## config.mk

```make
export PLATFORM = sky130hd
export DESIGN_NAME = lcd_col_drv
export DESIGN_NICKNAME = d
export VERILOG_FILES = /design/src/shared/lcd_pkg.sv /design/src/hw/lcd_col_drv.sv
export VERILOG_INCLUDE_DIRS = /design/src /design/src/shared
export SDC_FILE = /design/constraint.sdc
export NUM_CORES = 2
export LEC_CHECK = 0
export BUFFER_PORTS_ARGS = -buffer_cell sky130_fd_sc_hd__buf_2
export CAP_MARGIN = 15
export CORE_AREA = 4 4 812 814
export CTS_CLUSTER_DIAMETER = 80
export DETAILED_ROUTE_END_ITERATION = 10
export DIE_AREA = 0 0 816 818
export MAX_ROUTING_LAYER = met4
export SLEW_MARGIN = 40
export SYNTH_ARGS = -nofsm -noshare
export SYNTH_HDL_FRONTEND = slang
export SYNTH_SLANG_ARGS = --single-unit
export TNS_END_PERCENT = 50
```

## constraint.sdc

```tcl
create_clock -name clock_in -period 9.3 [get_ports clock_in]
set_input_delay 0.93 -clock clock_in [delete_from_list [all_inputs] [get_ports clock_in]]
set_output_delay 0.93 -clock clock_in [all_outputs]
set_load 0.005 [all_outputs]
```

## src/shared/lcd_cfg.svh

```systemverilog
// Constants of the LCD column driver host port
`ifndef LCD_CFG_SVH
`define LCD_CFG_SVH
`define LCD_ONOFF_CODE 7'h1F
`define LCD_PAGE_CODE 5'h17
`define LCD_COL_CODE 2'h1
`define LCD_LINE_CODE 2'h3
`define LCD_BUSY_CYC 4'h3
`define LCD_LINE_RST 6'h00
`define LCD_COL_RST 6'h00
`define LCD_PAGE_RST 3'h0
`define LCD_COL_LAST 6'h3F
`define LCD_COL_STEP 6'h01
`define LCD_ROW_STEP 6'h01
`define LCD_CNT_STEP 4'h1
`define LCD_CNT_ZERO 4'h0
`define LCD_BYTE_ZERO 8'h00
`define LCD_NIBBLE_ZERO 4'h0
`endif

```

## src/shared/lcd_pkg.sv

```systemverilog
// Types of the LCD column driver host port
`default_nettype none
package lcd_pkg;
  typedef enum logic [1:0] {
    LCD_ACC_INSTR,
    LCD_ACC_STATUS,
    LCD_ACC_WDATA,
    LCD_ACC_RDATA
  } lcd_access_type;
  typedef enum {
    LCD_IDLE,
    LCD_WRITE,
    LCD_READ,
    LCD_BUSY
  } lcd_state_type;
endpackage : lcd_pkg
`default_nettype wire

```

## src/hw/lcd_col_drv.sv

```systemverilog
// LCD column driver host port, display memory and segment latch
`timescale 1ns/1ps
`default_nettype none
`include "lcd_cfg.svh"
module lcd_col_drv #(
  parameter int COL_NUM = 64,
  parameter int PAGE_NUM = 8
) (
  // Clock and reset
  input wire logic clock_in,
  input wire logic arst_n_in,
  // Host bus
  input wire logic chip_select_first_low_n_in,
  input wire logic chip_select_second_low_n_in,
  input wire logic chip_select_third_high_in,
  input wire logic register_select_in,
  input wire logic read_write_in,
  input wire logic strobe_in,
  input wire logic [7:0] data_in,
  output logic [7:0] data_out,
  output logic data_oe_out,
  // Device pins
  input wire logic reset_input_low_n_in,
  input wire logic segment_order_in,
  // Display timing
  input wire logic line_shift_pulse_in,
  input wire logic frame_sync_in,
  // Segment drive
  output logic [63:0] segment_out,
  output logic [5:0] row_out
);

  if (COL_NUM != 64 || PAGE_NUM != 8) begin : g_bad_param
    $error("lcd_col_drv serves only 64 columns and 8 pages");
  end

  // Display memory, page in upper address bits
  logic [7:0] display_memory [0:511];

  // Control state
  lcd_pkg::lcd_state_type state_reg;
  lcd_pkg::lcd_state_type state_next;
  logic [3:0] busy_cnt_reg;
  logic [3:0] busy_cnt_next;
  logic strobe_prev_reg;
  logic lsp_prev_reg;
  logic [7:0] input_reg;
  logic [7:0] output_reg;
  logic [2:0] page_reg;
  logic [5:0] col_reg;
  logic [5:0] col_next;
  logic [5:0] start_line_reg;
  logic [5:0] row_reg;
  logic off_pend_reg;
  logic off_reg;
  logic in_reset_reg;
  logic [7:0] data_out_reg;
  logic data_oe_reg;
  logic [63:0] segment_reg;

  // Bus decode
  wire chip_sel = ~chip_select_first_low_n_in
                & ~chip_select_second_low_n_in
                & chip_select_third_high_in;
  wire strobe_fall = strobe_prev_reg & ~strobe_in;
  wire access = chip_sel & strobe_fall;
  wire [1:0] acc_code = {register_select_in, read_write_in};
  lcd_pkg::lcd_access_type acc_kind;
  assign acc_kind = lcd_pkg::lcd_access_type'(acc_code);
  wire busy = (state_reg != lcd_pkg::LCD_IDLE);
  wire in_reset = ~reset_input_low_n_in;
  wire accept = access & ~busy & ~in_reset;
  wire acc_instr = accept & (acc_kind == lcd_pkg::LCD_ACC_INSTR);
  wire acc_wdata = accept & (acc_kind == lcd_pkg::LCD_ACC_WDATA);
  wire acc_rdata = accept & (acc_kind == lcd_pkg::LCD_ACC_RDATA);
  wire bus_read = chip_sel & strobe_in & read_write_in;

  // Instruction decode
  wire is_onoff = (data_in[7:1] == `LCD_ONOFF_CODE);
  wire is_page = (data_in[7:3] == `LCD_PAGE_CODE);
  wire is_col = (data_in[7:6] == `LCD_COL_CODE);
  wire is_line = (data_in[7:6] == `LCD_LINE_CODE);
  wire do_onoff = acc_instr & is_onoff;
  wire do_page = acc_instr & is_page;
  wire do_col = acc_instr & is_col;
  wire do_line = acc_instr & is_line;

  // Status byte
  wire [7:0] status_byte = {busy, 1'b0, off_reg, in_reset_reg,
                            `LCD_NIBBLE_ZERO};
  wire [7:0] bus_byte = register_select_in ? output_reg
                                           : status_byte;

  // Memory addressing
  wire [8:0] mem_addr = {page_reg, col_reg};
  wire col_step = (state_reg == lcd_pkg::LCD_WRITE)
                | (state_reg == lcd_pkg::LCD_READ);
  wire [5:0] col_inc = (col_reg == `LCD_COL_LAST) ? `LCD_COL_RST
                     : col_reg + `LCD_COL_STEP;

  // Display timing
  wire lsp_rise = line_shift_pulse_in & ~lsp_prev_reg;
  wire [5:0] row_inc = row_reg + `LCD_ROW_STEP;
  wire blank = off_reg | in_reset;

  // Row bits of every column for the current row
  logic [63:0] row_bits;
  logic [63:0] segment_next;
  for (genvar c = 0; c < 64; c++) begin : g_col
    wire [8:0] rd_addr = {row_reg[5:3], 6'(c)};
    wire [7:0] rd_byte = display_memory[rd_addr];
    assign row_bits[c] = rd_byte[row_reg[2:0]];
    assign segment_next[c] = ~blank & (segment_order_in
                           ? row_bits[c]
                           : row_bits[63 - c]);
  end

  // Sequencer of accepted accesses
  always_comb begin
    state_next = state_reg;
    busy_cnt_next = busy_cnt_reg;
    unique case (state_reg)
      lcd_pkg::LCD_IDLE: begin
        busy_cnt_next = `LCD_BUSY_CYC;
        if (acc_wdata) begin
          state_next = lcd_pkg::LCD_WRITE;
        end else if (acc_rdata) begin
          state_next = lcd_pkg::LCD_READ;
        end else if (acc_instr) begin
          state_next = lcd_pkg::LCD_BUSY;
        end
      end
      lcd_pkg::LCD_WRITE: begin
        state_next = lcd_pkg::LCD_BUSY;
      end
      lcd_pkg::LCD_READ: begin
        state_next = lcd_pkg::LCD_BUSY;
      end
      lcd_pkg::LCD_BUSY: begin
        if (busy_cnt_reg == `LCD_CNT_ZERO) begin
          state_next = lcd_pkg::LCD_IDLE;
        end else begin
          busy_cnt_next = busy_cnt_reg - `LCD_CNT_STEP;
        end
      end
    endcase
  end

  // Column counter next value
  always_comb begin
    col_next = col_reg;
    if (do_col) begin
      col_next = data_in[5:0];
    end else if (col_step) begin
      col_next = col_inc;
    end
  end

  always_ff @(posedge clock_in or negedge arst_n_in) begin
    if (!arst_n_in) begin
      state_reg <= lcd_pkg::LCD_IDLE;
      busy_cnt_reg <= `LCD_CNT_ZERO;
    end else begin
      state_reg <= state_next;
      busy_cnt_reg <= busy_cnt_next;
    end
  end

  // Edge history of strobe and line pulse
  always_ff @(posedge clock_in or negedge arst_n_in) begin
    if (!arst_n_in) begin
      strobe_prev_reg <= 1'b0;
      lsp_prev_reg <= 1'b0;
    end else begin
      strobe_prev_reg <= strobe_in;
      lsp_prev_reg <= line_shift_pulse_in;
    end
  end

  // Holding input register
  always_ff @(posedge clock_in or negedge arst_n_in) begin
    if (!arst_n_in) begin
      input_reg <= `LCD_BYTE_ZERO;
    end else if (acc_wdata) begin
      input_reg <= data_in;
    end
  end

  // Memory store by internal operation
  always_ff @(posedge clock_in) begin
    if (state_reg == lcd_pkg::LCD_WRITE) begin
      display_memory[mem_addr] <= input_reg;
    end
  end

  // Output register loaded by each data read
  always_ff @(posedge clock_in or negedge arst_n_in) begin
    if (!arst_n_in) begin
      output_reg <= `LCD_BYTE_ZERO;
    end else if (state_reg == lcd_pkg::LCD_READ) begin
      output_reg <= display_memory[mem_addr];
    end
  end

  // Page register and column counter
  always_ff @(posedge clock_in or negedge arst_n_in) begin
    if (!arst_n_in) begin
      page_reg <= `LCD_PAGE_RST;
      col_reg <= `LCD_COL_RST;
    end else begin
      if (do_page) begin
        page_reg <= data_in[2:0];
      end
      col_reg <= col_next;
    end
  end

  // Start line register
  always_ff @(posedge clock_in or negedge arst_n_in) begin
    if (!arst_n_in) begin
      start_line_reg <= `LCD_LINE_RST;
    end else if (in_reset) begin
      start_line_reg <= `LCD_LINE_RST;
    end else if (do_line) begin
      start_line_reg <= data_in[5:0];
    end
  end

  // On/off flip-flop, applied at the line pulse
  always_ff @(posedge clock_in or negedge arst_n_in) begin
    if (!arst_n_in) begin
      off_pend_reg <= 1'b1;
      off_reg <= 1'b1;
    end else if (in_reset) begin
      off_pend_reg <= 1'b1;
      off_reg <= 1'b1;
    end else begin
      if (do_onoff) begin
        off_pend_reg <= ~data_in[0];
      end
      if (lsp_rise) begin
        off_reg <= off_pend_reg;
      end
    end
  end

  // Reset flag seen by status reads
  always_ff @(posedge clock_in or negedge arst_n_in) begin
    if (!arst_n_in) begin
      in_reset_reg <= 1'b1;
    end else begin
      in_reset_reg <= in_reset;
    end
  end

  // Row counter, preset to the start line while frame sync is high
  always_ff @(posedge clock_in or negedge arst_n_in) begin
    if (!arst_n_in) begin
      row_reg <= `LCD_LINE_RST;
    end else if (frame_sync_in) begin
      row_reg <= start_line_reg;
    end else if (lsp_rise) begin
      row_reg <= row_inc;
    end
  end

  // Segment latch
  always_ff @(posedge clock_in or negedge arst_n_in) begin
    if (!arst_n_in) begin
      segment_reg <= '0;
    end else if (lsp_rise | blank) begin
      segment_reg <= segment_next;
    end
  end

  // Read data drive
  always_ff @(posedge clock_in or negedge arst_n_in) begin
    if (!arst_n_in) begin
      data_out_reg <= `LCD_BYTE_ZERO;
      data_oe_reg <= 1'b0;
    end else begin
      data_out_reg <= bus_byte;
      data_oe_reg <= bus_read;
    end
  end

  assign data_out = data_out_reg;
  assign data_oe_out = data_oe_reg;
  assign segment_out = segment_reg;
  assign row_out = row_reg;

endmodule : lcd_col_drv
`default_nettype wire

```

==> metrics <==
status=completed; register with the most flip-flops=display_memory; RSZ-0062 raised after global routing=false; Pre-Repair DR Iteration Count=6; DIE WIDTH=816 µm; WS Path Type=flip-flop to flip-flop; clock slew seen by the registers of the worst setup and hold paths=0.06 ns; Slew Limit Fails=0; fmax=180 MHz; Worst Setup End Kind=flip-flop; reg2reg path depth=9; Reg power frac=0.370; most common cell after layout, fill and taps aside=edfxtp_1; Synth Area per Inst=20.7 µm²; Die Height=approximately 820 µm; Yosys Warn Count=0; metal3 WL=122000 µm; Post-synth ARST share=0.0287; CTS root buf=clkbuf_16; worst min-delay path category=input pin to flip-flop; Max Used Layer=met4; Setup violations, final=0; num rows=297; Post-synth EDFFs=4096; post-route total power=0.0576 W; crit share post-route=0.598; via count=116000; Synth Cell Area=about 0.20 mm²; Worst Path Arrival=6.47 ns; clock buffer depth=4; design internal power=0.0374 W; slew margin rel.=0.323; Final Critical Period=5.56 ns; worst clock skew=0.0760 ns; Leakage=a little under 70 nW; grt total ovfl=0; GRT Overall Usage=0.239; max_cap viols=0; later-pin clock latency in the skew report=1.08 ns; CTS tree=yes; combinational share of power=0.310; routed wl met2=roughly 340000 µm; WL met1=287000 µm; detailed-route DRC error count=0; H-Tree Depth=5; Final Net Count=just under 10000; WHS Path Cells=2; number of global-route vias before repair=110000; most frequent cells in the layout=edfxtp_1 (4096), mux4_2 (2391), clkbuf_16 (453); Netlist cell types=74; P&R area growth vs syn=14.8%; switching power=a little over 0.02 W; routability cong.=0.995; Port-buffer cells=98; Pwr per Cell Area=257 mW/mm²; Post-synth top flop=edfxtp_1; core area=0.653 mm²; worst slew pin tran=1.01 ns; I/O Pins=99; die area=roughly 0.67 mm²; Req. time, crit path=10.22 ns; drt total wl=800000 µm; vias per cell=6.18; largest net degree at the start of global routing=204; antenna violations before repair=73; synthesized instance count=~9400; Antenna Nets Post-Route=0; initial core utilization=0.299; clock share of power=0.319; startpoint types=flip-flop; Post-DP HPWL=570000 µm; VDD IR max=between 0.0003 and 0.0004 V; crit-path max FO=92; Hold Fails Final Rpt=0; post-synthesis register bit count=4217; register area share after synthesis=0.646; first-pass GRT wire length=roughly 1100000 µm; # clock sinks=4217; CTS buffer count=446; setup TNS=0 ns; share of layout cells above drive strength 1=0.409; DR iter-0 viols=23000; DR WL/cell=42.7 µm; syn nets=approximately 9500; Switching Fraction=0.351; Post-CTS Setup Repair Bufs=0; flip-flop count of the largest register after layout=4096
routing by layer:
layer / vias up / global-route usage
li1: 41600 / -
met1: 62700 / 0.307
met2: 10200 / 0.336
met3: 1485 / 0.0915
met4: 0 / 0.108
met5: - / -
layout make-up:
cell class / count / area [µm²]
multi-input cells: 4432 / 67100
diodes: 69 / 173
repair buffers: 537 / 4990
well taps: 8671 / 10800
clock buffers: 539 / 11700
flip-flops and latches: 4217 / 126000
fillers: 60600 / 429000
clock inverters: 274 / 3020
inverters: 12 / 57.6
logic make-up (layout without fill, tap and decap cells):
group	after synthesis	count (layout)	synth area share
adder cells (fa/ha/maj)	12	12	0.000769
multiplexers	2662	2662	0.290
flip-flops	4217	4217	0.646
AO/OA/AOI/OAI	489	489	0.0180
buffers and inverters	793	1362	0.0181
AND/OR/NAND/NOR	1260	1260	0.0268
XOR/XNOR	9	9	0.000404
other	0	69	0
what timing repair did:
action	in CTS	in global routing
resized for setup	0	0
endpoints found under the hold margin	55	0
hold buffers	3	0
worst max-delay path, cell delays in order (launching register included):
cell	delay [ns]
dfrtp_4	0.96
buf_12	0.55
buf_4	0.66
mux4_2	0.47
mux2i_1	0.36
o22ai_1	0.32
o21ai_0	0.74
nor4b_1	0.60
nand4_1	0.16
o32a_1	0.38
power groups by stage:
| stage | Combinational, W | Clock [W] | Sequential, W |
|---|---|---|---|
| after global placement | 0.0169 | 0 | 0.0218 |
| after floorplan | 0.00911 | 0 | 0.0219 |
| after detailed placement | 0.0171 | 0 | 0.0217 |
| after CTS | 0.0172 | 0.0184 | 0.0213 |
| after global routing | 0.0178 | 0.0193 | 0.0213 |
| final | 0.0179 | 0.0184 | 0.0214 |
stage by stage:
stage	instance area, µm²	util	worst slack [ns]	cells	hold slack, ns
after global placement	207000	0.317	3.29	17800	0.454
after detailed placement	209000	0.320	3.90	17900	0.451
after global routing	224000	0.343	3.83	18700	0.109
after CTS	223000	0.342	3.85	18700	0.0366
final	224000	0.343	3.74	18800	0.106
after floorplan	195000	-	1.83	9442	0.450
Yosys cell counts, drive strengths merged, types with 7 or more instances:
master   count  area (µm²)
nor2       612        2300
nand4       28         175
clkbuf     382        1440
a22oi      146        1100
a22o        11        96.3
nand2      419        1580
nor2b       11        68.8
a221oi      24         210
a32o         9        90.1
a31oi       19         119
edfxtp    4096      123000
o22ai       41         257
mux2i      241        2410
ha          12         150
nand3       71         355
a21oi       65         325
a211oi       9        67.6
and2        12        75.1
nor4        12        75.1
a311oi       8        70.1
and3         9        56.3
dfrtp      118        2950
mux4      2391       53800
a32oi       49         429
nor3        45         225
mux2        30         338
inv         11        41.3
buf        399        2060
o21ai       55         275
a2111oi      7        73.8
nand2b       8        50.1
final timing paths:
kind / from / slack [ns] / end
setup / recovery: col_reg[1]$_DFFE_PN0P_ / 3.74 / output_reg[3]$_DFFE_PN0N_
hold / removal: reset_input_low_n_in / 0.11 / off_reg$_DFFE_PN1P_
setup reg to reg: col_reg[1]$_DFFE_PN0P_ / 3.74 / output_reg[3]$_DFFE_PN0N_
hold reg to reg: segment_out[49]$_DFFE_PN0P_ / 0.46 / segment_out[49]$_DFFE_PN0P_
max in group asynchronous: arst_n_in / 7.02 / segment_out[44]$_DFFE_PN0P_
min in group asynchronous: arst_n_in / 0.40 / busy_cnt_reg[1]$_DFFE_PN0P_
Power figures use the tool's default switching activity.
